--- src/common/matrix_pkg.sv ---
// Purpose: shared constants, types and address decode for the system bus matrix
// Assumes: one clock (mclk, 100 MHz), synchronous active-low reset
// Notes: the access table is indexed by slave, one bit per master
package matrix_pkg;
	localparam int NUM_MASTERS = 6;
	localparam int NUM_SLAVES = 9;
	typedef logic [2:0] master_id_t;
	typedef logic [3:0] slave_id_t;
	typedef logic [NUM_MASTERS-1:0] master_vec_t;

	// master numbering
	localparam master_id_t M_CPU_IDATA = 3'h0;
	localparam master_id_t M_CPU_SYSTEM = 3'h1;
	localparam master_id_t M_PERIPHERAL_DMA = 3'h2;
	localparam master_id_t M_USB_DMA = 3'h3;
	localparam master_id_t M_GENERAL_DMA = 3'h4;
	localparam master_id_t M_ETHERNET_DMA = 3'h5;

	// slave numbering
	localparam slave_id_t S_SRAM0 = 4'h0;
	localparam slave_id_t S_SRAM1 = 4'h1;
	localparam slave_id_t S_ROM = 4'h2;
	localparam slave_id_t S_FLASH = 4'h3;
	localparam slave_id_t S_USB_DUAL_PORT_RAM = 4'h4;
	localparam slave_id_t S_NAND_RAM = 4'h5;
	localparam slave_id_t S_EBI = 4'h6;
	localparam slave_id_t S_LOW_BRIDGE = 4'h7;
	localparam slave_id_t S_HIGH_BRIDGE = 4'h8;
	localparam slave_id_t S_NONE = 4'hf;

	// address map shared by all decoders, base and mask per slave
	localparam logic [31:0] SLAVE_BASE [NUM_SLAVES] = '{
		32'h2000_0000, 32'h2008_0000, 32'h0018_0000, 32'h0008_0000, 32'h2018_0000,
		32'h2010_0000, 32'h6000_0000, 32'h400e_0000, 32'h4000_0000};
	localparam logic [31:0] SLAVE_MASK [NUM_SLAVES] = '{
		32'hfff8_0000, 32'hfff8_0000, 32'hfff8_0000, 32'hfff8_0000, 32'hfff8_0000,
		32'hfff8_0000, 32'hf000_0000, 32'hfffe_0000, 32'hfff8_0000};

	// wired paths; bit m set means master m reaches that slave
	localparam master_vec_t ACCESS [NUM_SLAVES] = '{
		6'h3e, // sram0
		6'h3e, // sram1
		6'h3e, // rom
		6'h3d, // flash
		6'h01, // usb dual-port ram
		6'h12, // nand ram
		6'h3e, // ebi
		6'h3e, // low-speed bridge
		6'h16};// high-speed bridge

	// can clock divider
	localparam logic [1:0] CAN_DIV2_LAST = 2'h1;
	localparam logic [1:0] CAN_DIV4_LAST = 2'h3;

	typedef enum logic [1:0] {ARB_IDLE = 2'b01, ARB_OWNED = 2'b10} arb_state_t;

	// one decoder, copied per master, so every master sees the same map
	function automatic slave_id_t decode_slave(input logic [31:0] addr);
		slave_id_t hit;
		hit = S_NONE;
		for (int s = 0; s < NUM_SLAVES; s++) begin
			if ((addr & SLAVE_MASK[s]) == SLAVE_BASE[s]) begin
				hit = slave_id_t'(s);
			end
		end
		return hit;
	endfunction : decode_slave
endpackage : matrix_pkg

--- src/common/arb_if.sv ---
// Purpose: link between the matrix core and one slave arbiter
// Assumes: all signals in the mclk domain
// Notes: take and pick are combinational, owner registered, busy decoded from the registered state
`timescale 1ns/10ps
interface arb_if;
	import matrix_pkg::*;
	master_vec_t req;
	logic policy_fixed;
	logic done;
	logic take;
	master_id_t pick;
	master_id_t owner;
	logic busy;
	modport arbiter(input req, input policy_fixed, input done, output take, output pick, output owner, output busy);
	modport matrix(output req, output policy_fixed, output done, input take, input pick, input owner, input busy);
endinterface : arb_if

--- src/design/slave_arbiter.sv ---
// Purpose: per-slave arbiter, round robin or fixed priority
// Assumes: requests already filtered by decode and wired paths
// Notes: the slave stays owned until its ready is seen, so no split access
`timescale 1ns/10ps
module slave_arbiter
	import matrix_pkg::*;
(
	// clock and reset
	input wire logic mclk,
	input wire logic rst_n,
	// matrix side
	arb_if.arbiter port
);
	arb_state_t state;
	master_id_t last;
	logic found;
	int idx;
	int start;

	// search from the master after the last winner; fixed mode always starts at master 0
	always_comb begin
		found = 1'b0;
		idx = 0;
		start = port.policy_fixed ? (NUM_MASTERS - 1) : int'(last);
		port.pick = M_CPU_IDATA;
		for (int i = 1; i <= NUM_MASTERS; i++) begin
			idx = (start + i) % NUM_MASTERS;
			if (!found && port.req[idx]) begin
				found = 1'b1;
				port.pick = master_id_t'(idx);
			end
		end
	end

	assign port.take = (state == ARB_IDLE) && found;
	assign port.busy = (state == ARB_OWNED);

	// grant held until the slave answers
	always_ff @(posedge mclk) begin
		if (!rst_n) begin
			state <= ARB_IDLE;
			last <= M_ETHERNET_DMA;
			port.owner <= M_CPU_IDATA;
		end else begin
			unique case (state)
				ARB_IDLE: begin
					if (port.take) begin
						state <= ARB_OWNED;
						last <= port.pick;
						port.owner <= port.pick;
					end
				end
				ARB_OWNED: begin
					if (port.done) begin
						state <= ARB_IDLE;
					end
				end
			endcase
		end
	end
endmodule : slave_arbiter

--- src/design/system_bus_matrix.sv ---
// Purpose: six-master, nine-slave system bus matrix with per-master decode and per-slave arbitration
// Assumes: a master holds req, addr, write and wdata until it sees m_ready
// Notes: every output is registered; one outstanding access per master
`timescale 1ns/10ps
module system_bus_matrix
	import matrix_pkg::*;
(
	// clock and reset
	input wire logic mclk,
	input wire logic rst_n,
	// master ports
	input wire logic [NUM_MASTERS-1:0] m_req,
	input wire logic [NUM_MASTERS-1:0][31:0] m_addr,
	input wire logic [NUM_MASTERS-1:0] m_write,
	input wire logic [NUM_MASTERS-1:0][31:0] m_wdata,
	output logic [NUM_MASTERS-1:0] m_ready,
	output logic [NUM_MASTERS-1:0] m_error,
	output logic [NUM_MASTERS-1:0][31:0] m_rdata,
	// slave ports
	output logic [NUM_SLAVES-1:0] s_sel,
	output logic [NUM_SLAVES-1:0][31:0] s_addr,
	output logic [NUM_SLAVES-1:0] s_write,
	output logic [NUM_SLAVES-1:0][31:0] s_wdata,
	output logic [NUM_SLAVES-1:0][2:0] s_master,
	input wire logic [NUM_SLAVES-1:0] s_ready,
	input wire logic [NUM_SLAVES-1:0][31:0] s_rdata,
	// arbitration policy per slave, 1 = fixed priority
	input wire logic [NUM_SLAVES-1:0] arb_fixed,
	// can clock on the low-speed bridge, 0 = divide by 2, 1 = divide by 4
	input wire logic can_div_sel,
	output logic can_clk_en
);
	logic [NUM_MASTERS-1:0] busy_m;
	logic [1:0] can_cnt;
	slave_id_t dest [NUM_MASTERS];
	logic [NUM_MASTERS-1:0] path_ok;
	logic [NUM_MASTERS-1:0] pending;
	logic [NUM_MASTERS-1:0] bad_req;
	logic [NUM_SLAVES-1:0] take_v;
	master_id_t pick_v [NUM_SLAVES];
	master_id_t owner_v [NUM_SLAVES];
	logic [NUM_SLAVES-1:0] done_v;
	master_vec_t req_v [NUM_SLAVES];
	logic [NUM_MASTERS-1:0] start_m;
	logic [NUM_MASTERS-1:0] finish_m;
	logic [NUM_MASTERS-1:0][31:0] back_rdata;
	logic [1:0] can_last;

	// one decoder per master, all from the same map
	genvar m, s;
	generate
		for (m = 0; m < NUM_MASTERS; m++) begin : g_master
			assign dest[m] = decode_slave(m_addr[m]);
			// an address outside the map or on an unwired path is refused
			assign path_ok[m] = (dest[m] != S_NONE) && ACCESS[dest[m]][m];
			// masked while busy and in the answer cycle so a held req is not taken twice
			assign pending[m] = m_req[m] && !busy_m[m] && !m_ready[m];
			assign bad_req[m] = pending[m] && !path_ok[m];
		end
	endgenerate

	// one arbiter per slave; independent arbiters let masters run concurrently
	generate
		for (s = 0; s < NUM_SLAVES; s++) begin : g_slave
			arb_if link ();
			for (m = 0; m < NUM_MASTERS; m++) begin : g_req
				assign req_v[s][m] = pending[m] && path_ok[m] && (dest[m] == slave_id_t'(s));
			end
			assign link.req = req_v[s];
			assign link.policy_fixed = arb_fixed[s];
			assign link.done = done_v[s];
			assign take_v[s] = link.take;
			assign pick_v[s] = link.pick;
			assign owner_v[s] = link.owner;
			// owned state and s_sel rise and fall on the same edges, so busy qualifies ready
			assign done_v[s] = link.busy && s_ready[s];
			slave_arbiter u_arb (
				.mclk(mclk),
				.rst_n(rst_n),
				.port(link)
			);
		end
	endgenerate

	// route grants and answers back to the master they belong to
	always_comb begin
		start_m = '0;
		finish_m = '0;
		back_rdata = '0;
		for (int j = 0; j < NUM_SLAVES; j++) begin
			if (take_v[j]) begin
				start_m[pick_v[j]] = 1'b1;
			end
			if (done_v[j]) begin
				finish_m[owner_v[j]] = 1'b1;
				back_rdata[owner_v[j]] = s_rdata[j];
			end
		end
	end

	// slave side registers: request launched on grant, dropped on ready
	// both bridges are ordinary slaves with their own arbiter, so they run side by side
	always_ff @(posedge mclk) begin
		if (!rst_n) begin
			s_sel <= '0;
			s_addr <= '0;
			s_write <= '0;
			s_wdata <= '0;
			s_master <= '0;
		end else begin
			for (int j = 0; j < NUM_SLAVES; j++) begin
				if (take_v[j]) begin
					s_sel[j] <= 1'b1;
					s_addr[j] <= m_addr[pick_v[j]];
					s_write[j] <= m_write[pick_v[j]];
					s_wdata[j] <= m_wdata[pick_v[j]];
					s_master[j] <= pick_v[j];
				end else if (done_v[j]) begin
					s_sel[j] <= 1'b0;
				end
			end
		end
	end

	// master side registers: one-cycle ready, error only for refused requests
	always_ff @(posedge mclk) begin
		if (!rst_n) begin
			busy_m <= '0;
			m_ready <= '0;
			m_error <= '0;
			m_rdata <= '0;
		end else begin
			busy_m <= (busy_m | start_m) & ~finish_m;
			m_ready <= finish_m | bad_req;
			m_error <= bad_req;
			for (int k = 0; k < NUM_MASTERS; k++) begin
				if (finish_m[k]) begin
					m_rdata[k] <= back_rdata[k];
				end
			end
		end
	end

	// can clock enable for the low-speed bridge; high-speed bridge peripherals use mclk as is
	// an enable pulse rather than a derived clock keeps the design in one domain
	assign can_last = can_div_sel ? CAN_DIV4_LAST : CAN_DIV2_LAST;
	always_ff @(posedge mclk) begin
		if (!rst_n) begin
			can_cnt <= '0;
			can_clk_en <= 1'b0;
		end else begin
			can_cnt <= (can_cnt >= can_last) ? 2'h0 : can_cnt + 2'h1;
			can_clk_en <= (can_cnt >= can_last);
		end
	end
	// peripherals themselves (spi, serial port, memory card on the high bridge; cans and
	// the rest on the low bridge) live outside, selected by the bridge address windows
endmodule : system_bus_matrix

--- config.mk ---
export PLATFORM = sky130hd
export DESIGN_NAME = system_bus_matrix
export DESIGN_NICKNAME = d
export VERILOG_FILES = /design/src/common/matrix_pkg.sv /design/src/common/arb_if.sv /design/src/design/slave_arbiter.sv /design/src/design/system_bus_matrix.sv
export SDC_FILE = /design/constraint.sdc
export NUM_CORES = 2
export LEC_CHECK = 0
export ABC_CLOCK_PERIOD_IN_PS = 11600
export BUFFER_PORTS_ARGS = -buffer_cell sky130_fd_sc_hd__buf_2
export CORE_AREA = 2 2 598 600
export DETAILED_ROUTE_END_ITERATION = 8
export DIE_AREA = 0 0 600 602
export GPL_TIMING_DRIVEN = 0
export MAX_ROUTING_LAYER = met4
export PLACE_DENSITY = 0.34
export SLEW_MARGIN = 20
export SYNTH_ARGS = -nofsm -noshare
export SYNTH_HDL_FRONTEND = slang
export SYNTH_SLANG_ARGS = --single-unit
--- constraint.sdc ---
create_clock -name mclk -period 11.6 [get_ports mclk]
set_input_delay 2.32 -clock mclk [delete_from_list [all_inputs] [get_ports mclk]]
set_output_delay 2.32 -clock mclk [all_outputs]
set_load 0.02 [all_outputs]
==> out/summary.txt <==
Sequential share of the synthesized area - 24.2%
Ys flop type - dfxtp_1
Post_cts resized - 0
Peak Freq - 97.1 MHz
Die H - 602 microns
Share of layout cells above drive strength 1 - 20.9%
Floorplan core area - 355000 sq um
Setup TNS - 0 ns
Die W - 600 microns
WL final - 715000 microns
Worst-case clock skew - 0.128 ns
Hold Path Depth - 2
#FFs+latches synth - 873
Crit path time final - 10.30 ns
Synthesized area - 72200 sq um
Ys Warns - 0
CTS Buf Count - 135
Final worst path period share - 88.8%
Static Leak - 36.5 nW
Number of global-route vias before repair - 90021
Max IR drop VDD - 0.169 mV
Startpoint types - primary input
Vias/cell - 5.96
FP Rows - 219
Unrepaired setup endpoints after global routing - no
Post-detail-place hpwl - 588000 microns
Gpl congestion - 1.03
CTS Root Cell - clkbuf_16
CP Class - in -> reg
Relative slew slack - 12.3%
Worst hold start - g_slave[4].u_arb.last[2]$_SDFFE_PN1P_
Hold crit path type - reg -> reg
IO Port Bufs - 1495
Syn Nets - 10546
Critical path data required time - 12.33 ns
Average instance area after synthesis - 7.42 sq um
CTS Hold Bufs - 0
Worst setup EP type - flop
Clock sinks - 873
CP arrival - 11.03 ns
First-pass GRT wire length - 914000 microns
Die Area - 361000 sq um
Initial Util - 20.3%
Status - finished clean
Internal reg-to-reg setup slack - 2.65 ns
Max cap viols - 0
CTS tree - yes
Reg-to-reg startpoint - g_slave[1].u_arb.last[0]$_SDFFE_PN1P_
Gr usage total - 38.7%
DR vias - 97784
Total global routing overflow - 0
Initial DRC Count - 13569
Routed Antenna Nets - 0
Drt pass-1 iters - 8
Syn Inst Count - 9727
H-tree levels - 4
Synth cell types - 122
Final setup vio count - 0
Clock Tree Buf Depth - 4
Fin. Hold Viols - 0
Pre-CTS setup slack - 0.774 ns
Drt drc - 0
Worst-skew pair later-pin latency - 0.95 ns
RR Endpoint - s_wdata[42]$_SDFFE_PN0N_
Postcts setup bufs - 0
Endpoint, Worst Hold - g_slave[4].u_arb.last[2]$_SDFFE_PN1P_
Crit path max fanout - 10
# IOs - 1531
Max-slew violation count - 0
PnR worst setup slack - 1.30 ns
EDFF count, synth - 0
Clk slew on worst S/H paths - 0.06 ns
Largest net degree at the start of global routing - 14
Area Growth Syn to Fin - 26.9%
Least-Margin Pin Slew - 1.32 ns
Filler cells - 39549
Reg2reg path depth - 21
Initial antenna violation count - 246
Final nets - 12230
Ys async rst share - 0%
Power density cells - 232 nW/um^2
Wire length per cell - 43.6 microns
==> where the power goes <==
group | switching (W) | internal [W] | leakage (nW)
registers | 0.000560 | 0.00344 | 7.06
logic | 0.00896 | 0.00380 | 27.2
clock network | 0.00186 | 0.00262 | 2.25
total | 0.0114 | 0.00987 | 36.5
==> per-stage QoR <==
step	utilization [%]	cells	total power, W	hold WS (ns)	instance area [sq um]
after floorplan	-	9727	0.0104	0.413	72200
after global placement	24.1	15973	0.0162	0.433	85600
after detailed placement	24.4	16024	0.0163	0.435	86700
after CTS	25.7	16260	0.0208	0.446	91300
after global routing	25.8	16354	0.0215	0.460	91500
final	25.8	16405	0.0212	0.444	91600
==> area by class of cell <==
| type | count | area [sq um] | share of cell area, % |
|---|---|---|---|
| Timing Repair Buffer | 1547 | 8220 | 8.98 |
| Buffer | 993 | 4310 | 4.70 |
| Tap cell | 4751 | 5940 | 6.49 |
| Clock inverter | 42 | 514 | 0.561 |
| Inverter | 149 | 559 | 0.610 |
| Multi-Input combinational cell | 7712 | 50200 | 54.8 |
| Antenna cell | 144 | 360 | 0.393 |
| Sequential cell | 873 | 17500 | 19.1 |
| Clock buffer | 194 | 4040 | 4.41 |
==> routing by layer <==
layer	routed length (microns)	vias to the layer above	track usage, %
met1	280000	48877	46.1
met4	60700	0	26.9
li1	-	40645	-
met3	60300	1623	7.43
met2	315000	6639	58.6
met5	0	-	-
==> Yosys cell counts, drive strengths merged, types with 16 or more instances <==
cell	n	area share (%)
a21oi	1277	8.9
dfxtp	873	24
nor2	819	4.3
nand2	770	4.0
clkbuf	733	3.8
o21ai	640	4.4
mux2i	525	7.3
a211oi	482	5.0
mux2	320	5.0
nor3	277	1.9
buf	260	2.0
a221oi	194	2.4
nand3	194	1.3
a22oi	185	1.9
o211ai	165	1.7
a31oi	161	1.4
o22a	160	1.9
inv	147	0.76
and3	124	1.1
ha	114	2.0
o221ai	91	1.1
o31ai	83	0.91
a21o	79	0.82
o22ai	79	0.69
o221a	64	1.0
nor4	63	0.66
o21a	61	0.63
nand2b	60	0.52
or3	55	0.48
nand4	52	0.45
nor2b	48	0.42
or2	44	0.38
a221o	39	0.54
and2	38	0.33
o32ai	36	0.49
or4	34	0.36
nand3b	24	0.25
nor3b	23	0.25
a2111oi	22	0.31
a211o	18	0.22
xnor2	18	0.22
o32a	16	0.22
==> how the worst max path moves through the flow <==
| stage | from | endpoint | depth (start not counted) |
|---|---|---|---|
| after floorplan | arb_fixed[1] | s_wdata[33]$_SDFFE_PN0N_ | 22 |
| after global placement | m_addr[27] | s_addr[131]$_SDFFE_PN0P_ | 9 |
| after detailed placement | arb_fixed[1] | s_wdata[42]$_SDFFE_PN0N_ | 22 |
| after CTS | arb_fixed[1] | s_wdata[61]$_SDFFE_PN0N_ | 22 |
| after global routing | arb_fixed[1] | s_wdata[61]$_SDFFE_PN0N_ | 22 |
| final | arb_fixed[1] | s_wdata[42]$_SDFFE_PN0N_ | 22 |
==> state kept, by name, indices dropped and copies added, names as in the netlist <==
register,count
can_cnt,2
busy_m,6
g_slave.u_arb.port.owner,4
s_wdata,288
s_master,25
s_sel,9
m_error,6
s_write,9
m_ready,6
s_addr,288
g_slave.u_arb.state,18
m_rdata,192
can_clk_en,1
g_slave.u_arb.last,19
==> worst max-delay path, cell delays in order <==
cell and delay [ns]:
buf_2 0.15, clkbuf_1 0.42, nand2b_1 0.45, inv_1 0.25, ha_1 0.26, clkbuf_1 0.26, a211oi_1 0.77, inv_1 0.12
ha_1 0.31, nand2b_1 0.20, or4_1 0.42, a31oi_1 0.32, or2_2 0.17, clkbuf_1 0.42, o21ai_0 0.29, a31oi_1 0.38
nand2_1 0.74, o21ai_2 0.84, buf_2 0.46, mux2_1 0.36, a221oi_1 0.91, a21oi_1 0.16
==> placed cells by master (no fill, tap or decap), drive strengths merged, types with 63 or more instances in the layout <==
| cell type | n |
|---|---|
| dfxtp | 873 |
| a211oi | 482 |
| inv | 153 |
| o31ai | 83 |
| o221a | 64 |
| a22oi | 185 |
| buf | 1806 |
| nand2 | 770 |
| diode | 144 |
| o22ai | 79 |
| clkbuf | 928 |
| a21oi | 1277 |
| nor4 | 63 |
| nor2 | 819 |
| a31oi | 161 |
| a21o | 79 |
| o21ai | 640 |
| mux2i | 525 |
| mux2 | 320 |
| ha | 114 |
| a221oi | 194 |
| nand3 | 194 |
| o22a | 160 |
| and3 | 124 |
| o221ai | 91 |
| o211ai | 165 |
| nor3 | 277 |
==> kinds of logic (layout without fill, tap and decap cells) <==
logic type	count (synthesis)	count (layout)	share of synthesized area, %
AO/OA/AOI/OAI	4022	4022	36.8
XOR/XNOR	23	23	0.279
adder cells (fa/ha/maj)	114	114	1.98
buffers and inverters	1142	2925	6.60
flip-flops	873	873	24.2
multiplexers	845	845	12.3
other	0	144	0
AND/OR/NAND/NOR	2708	2708	17.9
Note: power is estimated with default switching activity, not from simulation.
